**src/logic/ext_scale_position_monitor_consts.vh**
```
// constants for the external scale position monitor: offsets, fields, codes
// assumes a 32-bit avalon-mm slave with byte addresses on a 100 mhz clock
`ifndef EXT_SCALE_POSITION_MONITOR_CONSTS_VH
`define EXT_SCALE_POSITION_MONITOR_CONSTS_VH
// register byte offsets
`define OFS_NET_EXT_SETUP 6'h00
`define OFS_SCALE_CONFIG 6'h04
`define OFS_IRQ_STATUS 6'h08
`define OFS_IRQ_MASK 6'h0C
`define OFS_SCALE_POS 6'h10
`define OFS_COMMAND 6'h14
`define OFS_STATE 6'h18
// field positions
`define BIT_MON_ENABLE 4
`define BIT_DIR_REVERSE 4
`define BIT_CMD_ABS_CLEAR 0
// status bit layout
`define ST_CMD_ABNORMAL 0
`define ST_SCALE_CONN 1
`define ST_SCALE_STATUS 2
`define ST_SCALE_PHASE 3
`define ST_SCALE_COMM_WARN 4
`define ST_SCALE_ERR_WARN 5
`define ST_ABS_CLEARED 6
`define ST_WIDTH 7
// reset values
`define RST_NET_EXT_SETUP 16'h0000
`define RST_SCALE_CONFIG 5'h00
`define RST_IRQ_MASK 7'h00
// control mode codes
`define MODE_NOP 3'h0
`define MODE_PP 3'h1
`define MODE_CP 3'h2
`define MODE_CV 3'h3
`define MODE_CT 3'h4
// monitor selectors
`define MON_SEL_POS 1'b0
`define MON_SEL_ID 1'b1
`endif

```
**src/logic/ext_scale_position_monitor.v**
```verilog
// external scale position monitor of a servo driver, with abs data clear
// assumes all scale and network inputs share clk_in, except scale_present_in
//
// Implementation choices: the address map and register access over Avalon-MM.
`include "ext_scale_position_monitor_consts.vh"
`default_nettype none
module ext_scale_position_monitor #(
  parameter POS_W = 32
) (
  input wire clk_in,
  input wire rst_n_in,
  // avalon-mm slave
  input wire [5:0] avs_address_in,
  input wire avs_read_in,
  input wire avs_write_in,
  input wire [31:0] avs_writedata_in,
  output reg [31:0] avs_readdata_out,
  output reg avs_waitrequest_out,
  output reg irq_out,
  // network side
  input wire abs_clear_net_in,
  input wire net_reset_cmd_in,
  input wire [POS_W-1:0] abs_position_in,
  output reg [POS_W-1:0] resp_position_out,
  input wire mon_req_in,
  input wire mon_sel_in,
  output reg mon_valid_out,
  output reg mon_refused_out,
  output reg [31:0] mon_data_out,
  input wire fast_cycle_in,
  input wire [2:0] ctrl_mode_in,
  input wire full_closed_in,
  // service link and motion events
  input wire test_run_done_in,
  input wire home_done_in,
  // encoder
  output reg enc_multiturn_clear_out,
  // external scale receiver
  input wire scale_present_in,
  input wire [1:0] attached_scale_type_in,
  input wire scale_pos_valid_in,
  input wire [POS_W-1:0] scale_pos_in,
  input wire [15:0] scale_vendor_id_in,
  input wire [15:0] scale_model_id_in,
  input wire scale_comm_err_in,
  input wire scale_status_err_in,
  input wire scale_phase_err_in,
  // alarm outputs
  output reg command_abnormal_error_out,
  output reg scale_connection_error_out,
  output reg scale_status_errors_out,
  output reg scale_phase_errors_out,
  output reg scale_comm_warning_out,
  output reg scale_error_warning_out
);

////////////////////////////////////////////////////////////////////////////////
// helpers

// true for the semi-closed modes that carry scale functions
function mode_has_scale;
  input [2:0] mode;
  begin
    mode_has_scale = (mode == `MODE_PP) || (mode == `MODE_CP) ||
                     (mode == `MODE_CV) || (mode == `MODE_CT);
  end
endfunction

////////////////////////////////////////////////////////////////////////////////
// registers and state

reg [15:0] network_extended_setup_one; // bit4 monitor enable
reg [4:0] scale_config; // [1:0] scale_type_select, [4] direction reverse
reg [`ST_WIDTH-1:0] irq_status; // sticky events, cleared on read
reg [`ST_WIDTH-1:0] irq_mask; // same layout as status
reg [POS_W-1:0] scale_position_value; // monitored scale position
reg power_cycle_pending; // abs clear done, waits for power cycle
reg present_meta; // synchroniser first stage
reg present_sync; // synchroniser second stage
reg bus_take; // access accepted at the previous edge

wire [1:0] scale_type_select = scale_config[1:0];
wire scale_direction_reverse = scale_config[`BIT_DIR_REVERSE];
wire mon_enable = network_extended_setup_one[`BIT_MON_ENABLE];
wire bus_req = avs_read_in | avs_write_in;
wire wr_take = avs_write_in & ~avs_waitrequest_out;
wire rd_take = avs_read_in & ~avs_waitrequest_out;

// scale functions live: always under full-closed, else bit4 and mode
wire scale_active = full_closed_in |
                    (mon_enable & mode_has_scale(ctrl_mode_in));

// fault conditions, evaluated every cycle
wire cond_cmd_abnormal = mon_enable & fast_cycle_in &
                         (ctrl_mode_in != `MODE_NOP);
wire cond_conn = scale_active & (~present_sync |
                 (attached_scale_type_in != scale_type_select));
wire cond_status = scale_active & scale_status_err_in;
wire cond_phase = scale_active & scale_phase_err_in;
wire cond_comm_warn = scale_active & scale_comm_err_in;
wire cond_err_warn = scale_active & (scale_status_err_in | scale_phase_err_in);

// service-link clear from the command register
wire abs_clear_reg = wr_take & (avs_address_in == `OFS_COMMAND) &
                     avs_writedata_in[`BIT_CMD_ABS_CLEAR];
wire abs_clear_any = abs_clear_reg | abs_clear_net_in;

// events entering status
wire [`ST_WIDTH-1:0] status_set = {abs_clear_any, cond_err_warn, cond_comm_warn,
                                   cond_phase, cond_status, cond_conn,
                                   cond_cmd_abnormal};
wire status_rd = rd_take & (avs_address_in == `OFS_IRQ_STATUS);
// only the bits that software actually saw are cleared: readdata was
// captured one edge before the accept edge, so an event arriving in
// between must survive the read or it would be lost without a trace
wire [`ST_WIDTH-1:0] rd_clear = status_rd ? avs_readdata_out[`ST_WIDTH-1:0] :
                                {`ST_WIDTH{1'b0}};

// scale position after direction reversal only
wire [POS_W-1:0] scale_pos_dir = scale_direction_reverse ?
                                 (~scale_pos_in + {{(POS_W-1){1'b0}}, 1'b1}) :
                                 scale_pos_in;

////////////////////////////////////////////////////////////////////////////////
// scale presence pin synchroniser

always @(posedge clk_in or negedge rst_n_in) begin
  if (!rst_n_in) begin
    present_meta <= 1'b0;
    present_sync <= 1'b0;
  end else begin
    present_meta <= scale_present_in; // first stage only feeds second
    present_sync <= present_meta;
  end
end

////////////////////////////////////////////////////////////////////////////////
// avalon handshake: one wait cycle, then accept
// timing seen by the master:
//   edge e1: request seen with waitrequest high, readdata captured
//   edge e2: waitrequest low, write lands, read data taken
//   edge e3: waitrequest high again, bus_take blocks a re-accept
// the fixed single wait state keeps the read mux off the accept edge

always @(posedge clk_in or negedge rst_n_in) begin
  if (!rst_n_in) begin
    avs_waitrequest_out <= 1'b1;
    bus_take <= 1'b0;
  end else begin
    bus_take <= 1'b0;
    if (bus_req && avs_waitrequest_out && !bus_take) begin
      avs_waitrequest_out <= 1'b0; // answer next edge
    end else begin
      avs_waitrequest_out <= 1'b1; // back to waiting
      bus_take <= ~avs_waitrequest_out;
    end
  end
end

// read data prepared while waitrequest is high
always @(posedge clk_in or negedge rst_n_in) begin
  if (!rst_n_in) begin
    avs_readdata_out <= 32'h00000000;
  end else if (avs_read_in && avs_waitrequest_out) begin
    case (avs_address_in)
      `OFS_NET_EXT_SETUP: avs_readdata_out <= {16'h0000, network_extended_setup_one};
      `OFS_SCALE_CONFIG: avs_readdata_out <= {27'h0000000, scale_config};
      `OFS_IRQ_STATUS: avs_readdata_out <= {25'h0000000, irq_status};
      `OFS_IRQ_MASK: avs_readdata_out <= {25'h0000000, irq_mask};
      `OFS_SCALE_POS: avs_readdata_out <= scale_position_value;
      `OFS_STATE: avs_readdata_out <= {29'h0000000, present_sync, scale_active,
                                       power_cycle_pending};
      default: avs_readdata_out <= 32'h00000000; // unmapped and command read zero
    endcase
  end
end

////////////////////////////////////////////////////////////////////////////////
// software-written registers

always @(posedge clk_in or negedge rst_n_in) begin
  if (!rst_n_in) begin
    network_extended_setup_one <= `RST_NET_EXT_SETUP;
    scale_config <= `RST_SCALE_CONFIG;
    irq_mask <= `RST_IRQ_MASK;
  end else if (wr_take) begin
    case (avs_address_in)
      `OFS_NET_EXT_SETUP: network_extended_setup_one <= avs_writedata_in[15:0];
      `OFS_SCALE_CONFIG: scale_config <= {avs_writedata_in[4], 2'b00,
                                         avs_writedata_in[1:0]};
      `OFS_IRQ_MASK: irq_mask <= avs_writedata_in[`ST_WIDTH-1:0];
      default: ; // others read-only or command
    endcase
  end
end

////////////////////////////////////////////////////////////////////////////////
// sticky status, read clears, a new event in that cycle wins
// level conditions re-set their bit every cycle while they last, so a
// read only quietens the interrupt once the cause has gone away

always @(posedge clk_in or negedge rst_n_in) begin
  if (!rst_n_in) begin
    irq_status <= {`ST_WIDTH{1'b0}};
    irq_out <= 1'b0;
  end else begin
    irq_status <= (irq_status & ~rd_clear) | status_set; // set beats clear
    irq_out <= |(((irq_status & ~rd_clear) | status_set) & irq_mask);
  end
end

////////////////////////////////////////////////////////////////////////////////
// absolute data clear towards the encoder

always @(posedge clk_in or negedge rst_n_in) begin
  if (!rst_n_in) begin
    enc_multiturn_clear_out <= 1'b0;
    power_cycle_pending <= 1'b0;
  end else begin
    enc_multiturn_clear_out <= abs_clear_any;
    if (abs_clear_any) begin
      power_cycle_pending <= 1'b1; // stays until power cycle
    end
  end
end

// response frame position
always @(posedge clk_in or negedge rst_n_in) begin
  if (!rst_n_in) begin
    resp_position_out <= {POS_W{1'b0}};
  end else begin
    resp_position_out <= abs_position_in;
  end
end

////////////////////////////////////////////////////////////////////////////////
// monitored scale position
// only direction reversal is applied; gear, rotation direction and
// home offset belong to the motor side and never reach this value

always @(posedge clk_in or negedge rst_n_in) begin
  if (!rst_n_in) begin
    scale_position_value <= {POS_W{1'b0}}; // power-on init
  end else if (net_reset_cmd_in || test_run_done_in) begin
    scale_position_value <= {POS_W{1'b0}};
  end else if (scale_active && scale_pos_valid_in) begin
    scale_position_value <= scale_pos_dir;
  end
  // home_done_in deliberately has no effect here
end

////////////////////////////////////////////////////////////////////////////////
// monitor and identity command replies, one cycle after request
// a request while scale functions are off is refused, never dropped,
// so the host always sees exactly one answer per request

always @(posedge clk_in or negedge rst_n_in) begin
  if (!rst_n_in) begin
    mon_valid_out <= 1'b0;
    mon_refused_out <= 1'b0;
    mon_data_out <= 32'h00000000;
  end else begin
    mon_valid_out <= mon_req_in & scale_active;
    mon_refused_out <= mon_req_in & ~scale_active;
    if (mon_req_in && scale_active) begin
      if (mon_sel_in == `MON_SEL_ID) begin
        mon_data_out <= {scale_vendor_id_in, scale_model_id_in};
      end else begin
        mon_data_out <= scale_position_value;
      end
    end else if (mon_req_in) begin
      mon_data_out <= 32'h00000000; // refused
    end
  end
end

////////////////////////////////////////////////////////////////////////////////
// live alarm outputs
// each output is its condition delayed one edge; latching is left to
// the sticky status bits so alarms clear as soon as the cause goes

always @(posedge clk_in or negedge rst_n_in) begin
  if (!rst_n_in) begin
    command_abnormal_error_out <= 1'b0;
    scale_connection_error_out <= 1'b0;
    scale_status_errors_out <= 1'b0;
    scale_phase_errors_out <= 1'b0;
    scale_comm_warning_out <= 1'b0;
    scale_error_warning_out <= 1'b0;
  end else begin
    command_abnormal_error_out <= cond_cmd_abnormal;
    scale_connection_error_out <= cond_conn;
    scale_status_errors_out <= cond_status;
    scale_phase_errors_out <= cond_phase;
    scale_comm_warning_out <= cond_comm_warn;
    scale_error_warning_out <= cond_err_warn;
  end
end

endmodule
`default_nettype wire

```
**config.mk**
```make
export PLATFORM = sky130hd
export DESIGN_NAME = ext_scale_position_monitor
export DESIGN_NICKNAME = d
export VERILOG_FILES = /design/src/logic/ext_scale_position_monitor.v
export VERILOG_INCLUDE_DIRS = /design/src /design/src/logic
export SDC_FILE = /design/constraint.sdc
export NUM_CORES = 1
export LEC_CHECK = 0
export BUFFER_PORTS_ARGS = -buffer_cell sky130_fd_sc_hd__buf_2
export CAP_MARGIN = 15
export CORE_AREA = 2 2 128 130
export DETAILED_ROUTE_END_ITERATION = 16
export DIE_AREA = 0 0 130 132
export PLACE_DENSITY = 0.88
export SLEW_MARGIN = 0
export SYNTH_ARGS = -nofsm -noshare
export SYNTH_HDL_FRONTEND = slang
export SYNTH_SLANG_ARGS = --single-unit
```
**constraint.sdc**
```tcl
create_clock -name clk_in -period 2.3 [get_ports clk_in]
set_input_delay 0.23 -clock clk_in [delete_from_list [all_inputs] [get_ports clk_in]]
set_output_delay 0.23 -clock clk_in [all_outputs]
set_load 0.01 [all_outputs]
```
==> out/qor.yml, run 1 <==
die:
  die-area_um2: 17200
  initial_core_util: 0.490
  coreArea_um2: 15700
  dieHeight_um: 132
  ios: 263
  die_w_um: 130
  rows: 46
timing:
  fin_crit_ps: 1950
  finalCritPeriodShare: 0.846
  hold_viol_final: 0
  rsz0062_at_grt: "no"
  max_slew_margin: 0.485
  whs_ps: 14.5
  worst_slew_pin_slew_ps: 772
  setup_viol: 0
  slew_violations: 0
  fin_setup_tns_ps: 0
  worst_slack_ps: 354
  skew_ps: 7.95
  fmax_ghz: 0.514
global_route:
  grt_usage: 0.262
  grt_pass1_vias: 6544
  grt_max_degree: 68
  grt_overflow: 0
  grt_antenna_before_repair: 6
  grt_pass1_wl_um: 34400
power:
  switching_power_mw: 1.87
  p_sw_frac: 0.251
  p_comb_frac: 0.137
  clockPowerShare: 0.405
  power_frac_seq: 0.459
  p_int_mw: 5.59
  peakVddDrop_mv: 0.540
  leakagePower_nw: 5.05
  powerDensity_nw_per_um2: 727
  fin_total_pwr_mw: 7.46
routing:
  firstDrtPassIters: 6
  wl_um: 22000
  vias: 6510
  vias_per_cell: 5.43
  drtIter0Drc: 565
  drt-wirelength-per-cell_um: 18.4
  post-route-drc-count: 0
  antenna_left: 0
placement:
  dp_slack_ps: 211
  portBuffers: 245
  dp_hpwl_um: 15800
  dpl_cell_area_um2: 9280
  placed_cells: 1128
  place.gp.congestion: 0.927
yosys:
  synth.distinct_cells: 57
  synthAdderAreaFrac: 0.00162
  synth_cells: 681
  synth-seq-cells: 176
  synthMuxAreaShare: 0.0996
  synthArstFlopShare: 1.00
  syn_area_um2: 7700
  synth_compound_area_frac: 0.137
  synthSimpleGateAreaFrac: 0.111
  avgSynthCellArea_um2: 11.3
  synth_flop_cell: "dfrtp_1"
  synth_xor_area_frac: 0.0364
  syn-num-nets: 838
  yosysSeqAreaShare: 0.572
  synth_edf_count: 0
  synth_top_family_by_area: "compound AO/OA/AOI/OAI gates"
  yosysWarnings: 0
worst_setup_path:
  critPathCaptureType: "register"
  critPathKind: "reg2reg"
  reg2reg_depth: 5
  worstReg2RegStart: "avs_waitrequest_out"
  startpoint_type: "register"
  crit_fanout: 10
  reg2reg_slack_ps: 350
  cp_data_arrival_time_ps: 2230
  cp.required_ps: 2580
  r2r_end: "irq_out"
layout:
  final_common_cell: "buf_2"
  fillers: 1181
  final_cell_mix: "buf_2, dfrtp_1, nand2_1, inv_1, mux2_2"
  nNetsFinal: 1122
  stdcell_count: 1200
  syn_to_final_growth_pct: 33.2
  fin_area_um2: 10300
  finish.utilization: 0.653
  drive_gt1_frac: 0.364
clock_network:
  cts_tree: "yes"
  postCtsSetupBuffers: 0
  clkSinkCount: 176
  root_buffer: "clkbuf_16"
  clkLatencyLatePin_ps: 430
  clock_path_buffers: 2
  cts_buffers: 17
  htreeDepth: 4
  clk_pin_slew_ps: 60
job:
  cap_violations: 0
worst_hold_path:
  min_to: "network_extended_setup_one[13]"
  worstHoldPathType: "in2reg"
  whs_path_depth: 2
  hold_start: "avs_writedata_in[13]"
run_status:
  status: "completed"
-- sequential cells by signal, summed over array words and instances, names as in the netlist, 3 cells and up --
register	cells
network_extended_setup_one	16
mon_data_out	32
scale_config	3
scale_position_value	32
irq_mask	7
avs_readdata_out	32
irq_status	7
resp_position_out	32
-- cell families (layout without fill, tap and decap cells) --
family | after synthesis | count (layout)
AOI/OAI and AO/OA | 154 | 154
xor gates and xnor gates | 32 | 32
adders and majority gates | 1 | 1
buffers and inverters | 83 | 380
DFF | 176 | 176
muxes | 68 | 68
other | 0 | 6
and+or+nand+nor | 167 | 167
-- area by class of cell --
| type | instances | area (µm²) | share of cell area |
|---|---|---|---|
| Antenna cell | 6 | 15.0 | 0.00146 |
| Clock buffer | 23 | 498 | 0.0485 |
| Clock inverter | 9 | 129 | 0.0126 |
| Inverter | 46 | 173 | 0.0168 |
| Multi-Input combinational cell | 422 | 2980 | 0.291 |
| Sequential cell | 176 | 4410 | 0.429 |
| Tap cell | 216 | 270 | 0.0263 |
| Timing Repair Buffer | 302 | 1780 | 0.174 |
-- metal layers --
| layer | up-vias | track usage | share of wire |
|---|---|---|---|
| li1 | 2985 | - | - |
| met1 | 3138 | 0.352 | 0.41 |
| met2 | 315 | 0.399 | 0.47 |
| met3 | 72 | 0.0536 | 0.066 |
| met4 | 0 | 0.142 | 0.048 |
| met5 | - | 0 | 0 |
-- critical path, stage by stage (launching register included) --
cell,delay [ps]
dfstp_2,410
nor4bb_1,350
and2_1,400
nand2_1,140
a311oi_1,340
nand4_1,160
-- worst max path at each step --
stage / start / to / slack, ps / cells past startpoint
floorplan: scale_pos_in[26] / scale_position_value[31] / 420 / 5
global placement: scale_pos_in[26] / scale_position_value[31] / 230 / 6
detailed placement: scale_pos_in[26] / scale_position_value[31] / 210 / 6
CTS: avs_waitrequest_out / irq_out / 410 / 5
global route: avs_waitrequest_out / irq_out / 240 / 5
finish: avs_waitrequest_out / irq_out / 350 / 5
-- timing repair --
item,in CTS,in global routing
gates resized for setup,0,0
hold buffers,34,0
endpoints found under the hold margin,94,0
-- cell usage after synthesis, drive strengths merged, types with 5 or more instances --
| cell | instances | area share |
|---|---|---|
| nor4 | 7 | 0.0089 |
| o41ai | 6 | 0.0093 |
| a22o | 16 | 0.018 |
| a21o | 5 | 0.0049 |
| dfrtp | 175 | 0.57 |
| buf | 9 | 0.0052 |
| o31ai | 17 | 0.017 |
| nand2 | 99 | 0.049 |
| clkbuf | 28 | 0.015 |
| and2 | 6 | 0.0049 |
| mux2i | 8 | 0.010 |
| a222oi | 9 | 0.012 |
| xor2 | 29 | 0.033 |
| nand3b | 5 | 0.0049 |
| o21ai | 48 | 0.031 |
| o22ai | 32 | 0.026 |
| nand4 | 5 | 0.0041 |
| or3 | 6 | 0.0049 |
| mux2 | 59 | 0.086 |
| inv | 46 | 0.022 |
| a21oi | 7 | 0.0050 |
| nor2 | 14 | 0.0068 |
-- power groups by stage --
stage,clock network [mW],logic (mW),registers (mW)
floorplan,0,0.471,3.48
global placement,0,0.944,3.46
detailed placement,0,0.968,3.47
CTS,3.06,1.02,3.42
global route,3.19,1.13,3.44
finish,3.02,1.02,3.42
No activity file was read; power rests on OpenSTA's default activity.
==> run 2: changes to the inputs <==
--- a/config.mk
+++ b/config.mk
@@ -6,11 +6,12 @@
 export SDC_FILE = /design/constraint.sdc
 export NUM_CORES = 1
 export LEC_CHECK = 0
+export ABC_AREA = 1
 export BUFFER_PORTS_ARGS = -buffer_cell sky130_fd_sc_hd__buf_2
 export CAP_MARGIN = 15
-export CORE_AREA = 2 2 128 130
+export CORE_AREA = 2 2 130 132
 export DETAILED_ROUTE_END_ITERATION = 16
-export DIE_AREA = 0 0 130 132
+export DIE_AREA = 0 0 132 134
 export PLACE_DENSITY = 0.88
 export SLEW_MARGIN = 0
 export SYNTH_ARGS = -nofsm -noshare
==> constraint.sdc (replaced) <==
create_clock -name clk_in -period 2 [get_ports clk_in]
set_input_delay 0.2 -clock clk_in [delete_from_list [all_inputs] [get_ports clk_in]]
set_output_delay 0.2 -clock clk_in [all_outputs]
set_load 0.01 [all_outputs]
==> out/qor.yml, run 2 <==
yosys:
  synth_flop_cell: "dfrtp_1"
  synthTopCellsByArea: "dfrtp_1, nand2_1, inv_1"
  yosysTopAreaCellShare: 0.550
  post-synth-top-count-cell: "nand2_1"
  synth-seq-cells: 176
  yosysTopAreaCell: "dfrtp_1"
  synth_edf_count: 0
  syn_area_um2: 7960
  avgSynthCellArea_um2: 8.87
  yosysSeqAreaShare: 0.554
  syn-num-nets: 1054
  synth_cells: 897
  synth_common_cells: "nand2_1, dfrtp_1, inv_1"
  yosysWarnings: 0
  synthArstFlopShare: 1.00
  synth.distinct_cells: 43
timing:
  finalCritPeriodShare: 0.902
  skew_ps: 7.64
  setup_viol: 0
  fin_crit_ps: 1800
  hold_viol_final: 0
  fmax_ghz: 0.554
  fin_setup_tns_ps: 0
  worst_slew_pin_slew_ps: 541
  max_slew_margin: 0.638
  rsz0062_at_grt: "no"
  slew_violations: 0
die:
  die_w_um: 132
  die-area_um2: 17700
  rows: 47
  dieHeight_um: 134
  ios: 263
  initial_core_util: 0.489
  coreArea_um2: 16300
layout:
  final_common_cell: "nand2_1"
  syn_to_final_growth_pct: 31.6
  final_cell_mix: "nand2_1, buf_2, dfrtp_1, inv_1, o21ai_0"
  nNetsFinal: 1345
  drive_gt1_frac: 0.301
  fin_area_um2: 10500
placement:
  portBuffers: 245
  place.gp.congestion: 0.945
  dp_hpwl_um: 17300
  dpl_cell_area_um2: 9520
worst_setup_path:
  critPathCaptureType: "register"
  cp.required_ps: 2360
  crit_fanout: 16
  cp_data_arrival_time_ps: 2170
  startpoint_type: "register"
  reg2reg_slack_ps: 200
  critPathKind: "reg2reg"
power:
  peakVddDrop_mv: 0.603
  powerDensity_nw_per_um2: 826
  leakagePower_nw: 5.60
routing:
  wl_um: 23900
  vias_per_cell: 5.24
  firstDrtPassIters: 5
  post-route-drc-count: 0
  antenna_left: 0
  vias: 7454
  drt-wirelength-per-cell_um: 16.8
  drtIter0Drc: 515
clock_network:
  cts_tree: "yes"
  cts_hold_buf: 37
  clk_pin_slew_ps: 70
  clkSinkCount: 176
  postCtsSetupBuffers: 0
  htreeDepth: 4
  cts_buffers: 17
  clkLatencyLatePin_ps: 430
  clock_path_buffers: 2
  root_buffer: "clkbuf_16"
  cts_resized: 0
global_route:
  grt_pass1_vias: 7484
  grt_max_degree: 63
  grt_usage: 0.274
  grt_pass1_wl_um: 38000
  grt_antenna_before_repair: 1
  grt_overflow: 0
worst_hold_path:
  worstHoldPathType: "in2reg"
job:
  cap_violations: 0
run_status:
  status: "completed"
run 2: critical path: stages (launching register included):
cell     delay [ps]
dfstp_2         580
nand2_2          70
inv_2           160
o21ai_1         140
nor4_4          300
buf_4           330
nand2_1         100
nand2_1          60
run 2: kinds of logic after synthesis:
kind of cell,count (synthesis),share of synthesized area
and+or+nand+nor,436,0.241
DFF,176,0.554
AOI/OAI and AO/OA,142,0.114
buffers and inverters,122,0.0616
muxes,11,0.0184
xor gates and xnor gates,9,0.00990
adders and majority gates,1,0.00157
run 2: worst paths after layout:
check                                     from                             to  cells past startpoint
setup reg to reg           avs_waitrequest_out           avs_readdata_out[27]                      7
hold / removal             avs_writedata_in[9]  network_extended_setup_one[9]                      2
hold reg to reg                   present_meta                   present_sync                      0
min in group asynchronous             rst_n_in         scale_comm_warning_out                      2
max in group asynchronous             rst_n_in            power_cycle_pending                      3
setup / recovery           avs_waitrequest_out           avs_readdata_out[27]                      7
run 2: per-layer routing:
layer	GRT usage	share of wire	up-vias
met1	0.360	0.42	3533
met5	0	0	-
met4	0.145	0.045	0
met3	0.0461	0.058	77
met2	0.440	0.48	339
li1	-	-	3505
run 2: stage by stage:
stage                     std cells  hold slack [ps]  power, mW  setup slack [ps]  utilization
final                          1422             11.8       8.65               195        0.643
after global routing           1422             8.65       9.00              97.6        0.643
after CTS                      1421             6.44       8.65               210        0.643
after detailed placement       1352              203       5.32               155        0.584
after global placement         1352              190       5.28               196        0.584
after floorplan                 897            -95.6       4.70               417            -
run 2: layout make-up:
type / count / area, µm²
antenna: 1 / 2.50
clock buffer: 19 / 443
clock inverter: 13 / 136
fill: 1334 / 5820
inverter: 90 / 338
multi-input combinational: 599 / 3070
sequential: 176 / 4410
tap: 220 / 275
timing repair buffer: 304 / 1810
run 2: power breakdown:
part	internal (mW)	switching (mW)
registers	3.80	0.154
clock network	1.88	1.42
logic	0.543	0.860
total	6.22	2.43
